==> src/exc_pkg.sv <==
// Package for the exception entry unit: vectors, status and cause layouts, types.
// Assumes a single 200 MHz CPU clock and a synchronous active-low reset.
`default_nettype none
package exc_pkg;
	// Clock rate and the latest allowed vector fetch delay.
	localparam int CLK_MHZ = 200;
	localparam int FETCH_DELAY_NS = 5;
	localparam int FETCH_DELAY_CYC = (FETCH_DELAY_NS * CLK_MHZ) / 1000;
	// Avalon register word offsets (byte addresses).
	localparam logic [7:0] STATUS_OFS = 8'h00;
	localparam logic [7:0] CAUSE_OFS = 8'h04;
	localparam logic [7:0] RESTART_OFS = 8'h08;
	localparam logic [7:0] FAULT_ADDR_OFS = 8'h0c;
	localparam logic [7:0] RETURN_OFS = 8'h10;
	// Vector addresses.
	localparam logic [31:0] VEC_UTLB_CACHED = 32'h8000_0000;
	localparam logic [31:0] VEC_GEN_CACHED = 32'h8000_0080;
	localparam logic [31:0] VEC_UTLB_UNCACHED = 32'hbfc0_0100;
	localparam logic [31:0] VEC_GEN_UNCACHED = 32'hbfc0_0180;
	localparam logic [31:0] VEC_RESET = 32'hbfc0_0000;
	// Status field positions: stack of {user,ie} pairs, mask and vector select.
	localparam int SR_IE_CUR = 0;
	localparam int SR_KU_CUR = 1;
	localparam int SR_STACK_W = 6;
	localparam int SR_IMASK_LO = 8;
	localparam int SR_BEV = 22;
	localparam logic [31:0] SR_RESET = 32'h0040_0000;
	localparam logic [31:0] SR_WR_MASK = 32'h0040_ff3f;
	// Cause layout: code in bits 6:2, pending interrupts 15:8, delay slot 31.
	localparam int CAUSE_CODE_LO = 2;
	localparam int CAUSE_IP_LO = 8;
	localparam int CAUSE_BD = 31;
	localparam int NUM_IRQ = 8;
	// Cause codes.
	localparam logic [4:0] CODE_INT = 5'h00;
	localparam logic [4:0] CODE_TLBL = 5'h02;
	localparam logic [4:0] CODE_ADEL = 5'h04;
	localparam logic [4:0] CODE_ADES = 5'h05;
	// Fault reported by a pipeline stage.
	typedef struct packed {
		logic valid;
		logic [4:0] code;
		logic utlb;
		logic addr_fault;
		logic [31:0] addr;
	} fault_s;
	// One pipeline stage's instruction identity.
	typedef struct packed {
		logic valid;
		logic [31:0] pc;
		logic in_delay_slot;
	} stage_s;
	typedef enum logic [1:0] {ST_RESET, ST_RUN, ST_FLUSH} mode_e;
	// All state of the unit.
	typedef struct packed {
		mode_e mode;
		logic [31:0] status;
		logic [31:0] cause;
		logic [31:0] restart_pc;
		logic [31:0] fault_addr;
		logic [NUM_IRQ-1:0] irq_s1;
		logic [NUM_IRQ-1:0] irq_s2;
		logic redirect;
		logic [31:0] redirect_pc;
		logic rdvalid;
		logic [31:0] rdata;
	} state_s;
endpackage
`default_nettype wire

==> src/cpu_exception_entry_unit.sv <==
// Exception entry and return unit of a five-stage 32-bit pipeline.
// Assumes the pipeline reports faults per stage and obeys the flush output.
//
// Overview of operation
// - Exception loads restart address register.
// - Push mode/enable stack, enter kernel, disable.
// - Record cause; address faults capture address.
// - Cached vectors: miss 0x80000000, others +128.
// - Boot select: uncached 0xbfc00100 and 0xbfc00180.
// - Reset vectors to 0xbfc00000.
// - Vector fetch within one clock.
// - Interrupt: memory-stage instruction completes last.
// - Interrupt restart at ALU-stage instruction.
// - Interrupts synchronised, seen at second edge.
// - Younger instructions nullified, no state change.
// - Multiply/divide results exempt from nullification.
// - Float unit writes only when exception-free.
// - Cause code masked 0x7c is word index.
// - Return pops mode stack in jump delay.
// - Interrupt sources individually maskable.
// - No privilege violation in kernel mode.
// - Delay-slot fault restarts at branch, flag set.
// - Early exceptions wait for older instructions.
`default_nettype none
module cpu_exception_entry_unit (
	input wire logic mclk,
	input wire logic nrst,
	input wire logic [exc_pkg::NUM_IRQ-1:0] irq_in,
	input wire exc_pkg::fault_s fault_fetch,
	input wire exc_pkg::fault_s fault_decode,
	input wire exc_pkg::fault_s fault_alu,
	input wire exc_pkg::fault_s fault_mem,
	input wire exc_pkg::stage_s stage_alu,
	input wire exc_pkg::stage_s stage_mem,
	input wire logic priv_access,
	input wire logic return_exec,
	input wire logic muldiv_start,
	input wire logic fpu_op_clean,
	input wire logic [7:0] avs_address,
	input wire logic avs_read,
	input wire logic avs_write,
	input wire logic [31:0] avs_writedata,
	output logic [31:0] avs_readdata,
	output logic avs_waitrequest,
	output logic fetch_redirect,
	output logic [31:0] fetch_pc,
	output logic flush_alu,
	output logic flush_mem,
	output logic muldiv_commit,
	output logic fpu_write_ok,
	output logic kernel_mode
);
	exc_pkg::state_s state_reg;
	exc_pkg::state_s state_next;
	exc_pkg::fault_s take;
	logic irq_take;
	logic any_take;
	logic [31:0] vec;
	logic [31:0] epc_src;
	logic bd_src;
	logic [4:0] priv_code;

	// Picks the vector for a fault from the boot select and miss kind.
	function automatic logic [31:0] pick_vec(input logic boot_vector_select, input logic utlb);
		if (boot_vector_select) begin
			pick_vec = utlb ? exc_pkg::VEC_UTLB_UNCACHED : exc_pkg::VEC_GEN_UNCACHED;
		end else begin
			pick_vec = utlb ? exc_pkg::VEC_UTLB_CACHED : exc_pkg::VEC_GEN_CACHED;
		end
	endfunction

	// Picks the oldest fault: memory stage first, fetch stage last.
	function automatic exc_pkg::fault_s oldest(input exc_pkg::fault_s m, input exc_pkg::fault_s a,
		input exc_pkg::fault_s d, input exc_pkg::fault_s f);
		if (m.valid) oldest = m;
		else if (a.valid) oldest = a;
		else if (d.valid) oldest = d;
		else oldest = f;
	endfunction

	// Decides what is taken this cycle and where the restart point lies.
	always_comb begin
		priv_code = exc_pkg::CODE_ADEL;
		take = oldest(fault_mem, fault_alu, fault_decode, fault_fetch);
		// A privileged access only faults outside kernel mode.
		if (!take.valid && priv_access && state_reg.status[exc_pkg::SR_KU_CUR]) begin
			take = '0;
			take.valid = 1'b1;
			take.code = priv_code;
		end
		irq_take = (state_reg.mode == exc_pkg::ST_RUN) && !take.valid
			&& state_reg.status[exc_pkg::SR_IE_CUR]
			&& |(state_reg.irq_s2 & state_reg.status[exc_pkg::SR_IMASK_LO +: exc_pkg::NUM_IRQ])
			&& stage_alu.valid;
		any_take = (state_reg.mode == exc_pkg::ST_RUN) && (take.valid || irq_take);
		// Memory-stage faults restart at the memory-stage instruction; interrupts and all other faults at the ALU one.
		if (irq_take) begin
			epc_src = stage_alu.pc;
			bd_src = stage_alu.in_delay_slot;
		end else if (fault_mem.valid) begin
			epc_src = stage_mem.pc;
			bd_src = stage_mem.in_delay_slot;
		end else begin
			epc_src = stage_alu.pc;
			bd_src = stage_alu.in_delay_slot;
		end
		vec = pick_vec(state_reg.status[exc_pkg::SR_BEV], take.valid && take.utlb);
	end

	// Next-state logic for entry, return, interrupt sampling and the register bus.
	always_comb begin
		state_next = state_reg;
		state_next.redirect = 1'b0;
		state_next.rdvalid = 1'b0;
		state_next.irq_s1 = irq_in;
		state_next.irq_s2 = state_reg.irq_s1;
		state_next.cause[exc_pkg::CAUSE_IP_LO +: exc_pkg::NUM_IRQ] = state_reg.irq_s2;
		if (state_reg.mode == exc_pkg::ST_RESET) begin
			state_next.mode = exc_pkg::ST_RUN;
			state_next.redirect = 1'b1;
			state_next.redirect_pc = exc_pkg::VEC_RESET;
		end else if (any_take) begin
			state_next.restart_pc = bd_src ? epc_src - 32'h0000_0004 : epc_src;
			state_next.cause[exc_pkg::CAUSE_BD] = bd_src;
			state_next.cause[exc_pkg::CAUSE_CODE_LO +: 5] =
				irq_take ? exc_pkg::CODE_INT : take.code;
			if (take.valid && take.addr_fault) begin
				state_next.fault_addr = take.addr;
			end
			state_next.status[exc_pkg::SR_STACK_W-1:0] =
				{state_reg.status[3:0], 2'b00};
			state_next.redirect = 1'b1;
			state_next.redirect_pc = vec;
		end else if (return_exec) begin
			state_next.status[exc_pkg::SR_STACK_W-1:0] =
				{state_reg.status[5:4], state_reg.status[5:2]};
		end
		// Register writes take effect at the accepting edge, but are dropped in a cycle that takes an exception.
		if (avs_write && !any_take) begin
			unique case (avs_address)
				exc_pkg::STATUS_OFS: state_next.status = avs_writedata & exc_pkg::SR_WR_MASK;
				exc_pkg::RESTART_OFS: state_next.restart_pc = avs_writedata;
				default: ;
			endcase
		end
		if (avs_read) begin
			state_next.rdvalid = 1'b1;
			unique case (avs_address)
				exc_pkg::STATUS_OFS: state_next.rdata = state_reg.status;
				exc_pkg::CAUSE_OFS: state_next.rdata = state_reg.cause;
				exc_pkg::RESTART_OFS: state_next.rdata = state_reg.restart_pc;
				exc_pkg::FAULT_ADDR_OFS: state_next.rdata = state_reg.fault_addr;
				default: state_next.rdata = 32'h0000_0000;
			endcase
		end
		if (state_reg.rdvalid) begin
			state_next.rdvalid = 1'b0;
		end
	end

	// Registers the whole state; reset enters the reset exception.
	always_ff @(posedge mclk) begin
		if (!nrst) begin
			state_reg <= '0;
			state_reg.mode <= exc_pkg::ST_RESET;
			state_reg.status <= exc_pkg::SR_RESET;
		end else begin
			state_reg <= state_next;
		end
	end

	// Reads wait one cycle for registered data; writes are taken at once.
	assign avs_waitrequest = avs_read && !state_reg.rdvalid;
	assign avs_readdata = state_reg.rdata;
	assign fetch_redirect = state_reg.redirect;
	assign fetch_pc = state_reg.redirect_pc;
	// Younger work is killed; the memory stage survives an interrupt.
	assign flush_alu = any_take;
	assign flush_mem = any_take && !irq_take && fault_mem.valid;
	assign muldiv_commit = muldiv_start;
	assign fpu_write_ok = fpu_op_clean && !any_take;
	assign kernel_mode = !state_reg.status[exc_pkg::SR_KU_CUR];
endmodule
`default_nettype wire

==> config.mk <==
export PLATFORM = sky130hd
export DESIGN_NAME = cpu_exception_entry_unit
export DESIGN_NICKNAME = d
export VERILOG_FILES = /design/src/exc_pkg.sv /design/src/cpu_exception_entry_unit.sv
export SDC_FILE = /design/constraint.sdc
export NUM_CORES = 1
export LEC_CHECK = 0
export BUFFER_PORTS_ARGS = -buffer_cell sky130_fd_sc_hd__buf_2
export CORE_MARGIN = 1.5
export CORE_UTILIZATION = 29
export CTS_BUF_LIST = sky130_fd_sc_hd__clkbuf_2 sky130_fd_sc_hd__clkbuf_4 sky130_fd_sc_hd__clkbuf_8
export DETAILED_ROUTE_END_ITERATION = 8
export PLACE_DENSITY = 0.53
export SLEW_MARGIN = 25
export SYNTH_ARGS = -nofsm -noshare
export SYNTH_HDL_FRONTEND = slang
export SYNTH_SLANG_ARGS = --single-unit
==> constraint.sdc <==
create_clock -name mclk -period 3.2 [get_ports mclk]
set_clock_uncertainty 0.1 [all_clocks]
set_input_delay 0.16 -clock mclk [delete_from_list [all_inputs] [get_ports mclk]]
set_output_delay 0.16 -clock mclk [all_outputs]
set_load 0.03 [all_outputs]
==> run_results.csv <==
group,metric,value,unit
logic_synthesis,synth_area,8950,sq um
grt,track_usage,20.0,%
grt,grt_antenna_before_repair,1,
layout,largest_reg_flops,95,
power_and_ir_drop,p_clk_share,34.4,%
clock_network,htree_levels,4,
sta,drv_slew,0,
drt,drt_iter0_drc,589,
die,top_level_ports,355,
die,die-area,31900,sq um
power_and_ir_drop,p_switching,1440,uW
worst_setup_path,ff2ff_setup_slack,0.89,ns
layout,finalNetCount,1657,
worst_setup_path,arrival,2.54,ns
power_and_ir_drop,combPwrFrac,20.5,%
drt,via_count,8949,
drt,viasPerCell,5.02,
power_and_ir_drop,p_leak,0.00543,uW
min_path,hold_path_class,"input port to register",
placement,port_buffers,330,
die,start_util,29.3,%
layout,syn2layout_area_growth,31.0,%
worst_setup_path,critical_path_required,2.94,ns
power_and_ir_drop,swShare,32.2,%
sta,fin_crit,2.80,ns
logic_synthesis,yosysWarningCount,0,
job,max_cap_violations,0,
die,die_y,179,um
power_and_ir_drop,internal-power,3020,uW
sta,max_slew_margin,48.8,%
worst_setup_path,crit_type,"register to primary output",
logic_synthesis,ys.flop_type,"dfxtp_1",
clock_network,cts_resized,0,
die,core,30500,sq um
sta,final.setup.tns,0,ns
grt,grt_pass1_vias,8169,
clock_network,cts_sinks,148,
logic_synthesis,syn_inst,1058,
clock_network,path_clk_slew,0.10,ns
clock_network,clk_path_buf_depth,2,
sta,finalSetupViolCount,0,
logic_synthesis,synth_edf_count,0,
grt,overflow,0,
layout,final_common_cell,"buf_2",
sta,hold_viol_final,0,
sta,rsz0062_at_grt,"false",
drt,drtPass1Iterations,5,
drt,wl,33300,um
sta,post-route-period-util,87.5,%
drt,ant_nets,0,
clock_network,cts_buffers,17,
worst_setup_path,worstSetupEndpoint,"fpu_write_ok",
logic_synthesis,async_reset_ff_share,0,%
worst_setup_path,path_max_fanout,26,
worst_setup_path,startpoint_type,"register",
layout,final_cell_mix,"329 x buf_2, 148 x dfxtp_1, 109 x nand2_1, 102 x nor2_1, 75 x mux2i_1",
worst_setup_path,crit_start,"state_reg[190]$_SDFFE_PN0P_",
sta,worst_pin_slew,0.758,ns
sta,worst_hold_slack,0.0111,ns
drt,drc,0,
layout,drive_gt1_share,31.0,%
drt,wl_per_cell,18.7,um
die,std_cell_rows,64,
worst_setup_path,reg2reg_to,"state_reg[125]$_SDFF_PN0_",
logic_synthesis,synth-seq-cells,148,
worst_setup_path,worstRegToRegCells,7,
sta,fmax,357,MHz
placement,gp_congestion,0.849,
clock_network,cts-root-buf,"clkbuf_8",
worst_setup_path,rr_startpoint,"state_reg[190]$_SDFFE_PN0P_",
logic_synthesis,syn_avg_cell_area,8.46,sq um
power_and_ir_drop,p_per_area,381,nW/um^2
logic_synthesis,yosysUniqueCellTypes,76,
power_and_ir_drop,ir_worst_vdd,0.224,mV
grt,grt_max_degree,79,
worst_setup_path,setup.worst_path.end_class,"primary output",
clock_network,cts_tree,"built",
grt,grt_pass1_wl,47600,um
clock_network,clock_latency,0.45,ns
run_status,status,"completed",
placement,hpwlAfterDp,25500,um
power_and_ir_drop,power_frac_seq,45.1,%
die,die_w,179,um
logic_synthesis,yosysSeqAreaShare,33.1,%
==> cell usage after synthesis (6+ instances only) <==
library cell | instances | area (sq um)
dfxtp_1 | 148 | 2960
nand2_1 | 109 | 409
nor2_1 | 102 | 383
mux2i_1 | 75 | 751
clkbuf_1 | 66 | 248
a21oi_1 | 65 | 325
buf_4 | 65 | 488
o211a_1 | 38 | 380
o211ai_1 | 38 | 285
a22oi_1 | 37 | 278
and2_1 | 29 | 181
nor3_1 | 23 | 115
a22o_1 | 21 | 184
mux2_2 | 18 | 203
buf_1 | 15 | 56.3
o21ai_0 | 15 | 75.1
nor4_1 | 13 | 81.3
mux4_2 | 12 | 270
nand3_1 | 11 | 55.1
and3_1 | 9 | 56.3
inv_1 | 9 | 33.8
a211oi_1 | 8 | 60.1
a311oi_1 | 8 | 70.1
nor3b_1 | 8 | 60.1
nor4b_1 | 7 | 61.3
xnor2_1 | 7 | 61.3
and4_1 | 6 | 52.6
nand4_1 | 6 | 37.5
==> per-layer routing <==
layer	vias up	part of all wire, %	GRT usage, %
met3	24	6.0	3.12
met5	-	0	0
met1	4139	49	28.5
li1	4455	-	-
met4	0	1.3	4.55
met2	331	44	31.6
==> cell type report <==
cell class	count	area, sq um
tap	396	495
sequential	148	2960
clock inverter	15	190
inverter	12	45.0
clock buffer	17	234
multi-input combinational	767	5210
fill	3203	18800
timing repair buffer	426	2580
antenna	1	2.50
==> repair_timing <==
item | in CTS | in global routing
hold buffers | 68 | 0
hold endpoints to repair | 80 | 0
setup buffers | 0 | 0
==> kinds of logic after synthesis <==
kind of cell	count (synthesis)	synth area share, %
buffers and inverters	163	9.70
other	1	0.0419
flip-flops	148	33.1
AO/OA/AOI/OAI	279	23.2
multiplexers	105	13.7
XOR/XNOR	11	1.08
AND/OR/NAND/NOR	350	19.0
adder cells (fa/ha/maj)	1	0.140
==> metrics by stage <==
stage               worst slack, ns  area, sq um  std cells  total power, uW  utilization (%)
finish                        0.400        11700       1782             4460             38.4
global placement              0.438        10600       1681             2890             34.8
CTS                           0.364        11700       1781             4510             38.4
floorplan                    0.0107         9030       1078             2540                -
detailed placement            0.364        10600       1681             2900             34.8
global route                  0.284        11700       1781             4680             38.4
==> power by group through the flow <==
stage / registers [uW] / clock network [uW] / logic, uW
4_1_cts: 2010 / 1580 / 916
2_1_floorplan: 2010 / 0 / 536
5_1_grt: 2020 / 1660 / 999
6_report: 2010 / 1540 / 914
3_5_place_dp: 2050 / 0 / 844
3_3_place_gp: 2050 / 0 / 839
==> worst max-delay path, cell delays in order (launching register included) <==
cell and delay, ns:
dfxtp_1 0.35, a22o_1 0.25, o41a_1 0.54, a21boi_4 0.23
buf_4 0.33, and2_1 0.18, buf_2 0.19
==> worst min-delay path by stage <==
stage	start	endpoint	slack, ns	depth (start not counted)
3_5_place_dp	muldiv_start	muldiv_commit	0.22	0
4_1_cts	fault_mem[3]	state_reg[85]$_SDFFE_PN0P_	0.001	4
6_report	avs_writedata[31]	state_reg[145]$_SDFF_PN0_	0.01	4
2_1_floorplan	nrst	state_reg[210]$_SDFFE_PN0N_	0.15	1
3_3_place_gp	muldiv_start	muldiv_commit	0.22	0
5_1_grt	fault_mem[6]	state_reg[88]$_SDFFE_PN0P_	0.0002	4
Note: power is estimated with default switching activity, not from simulation.
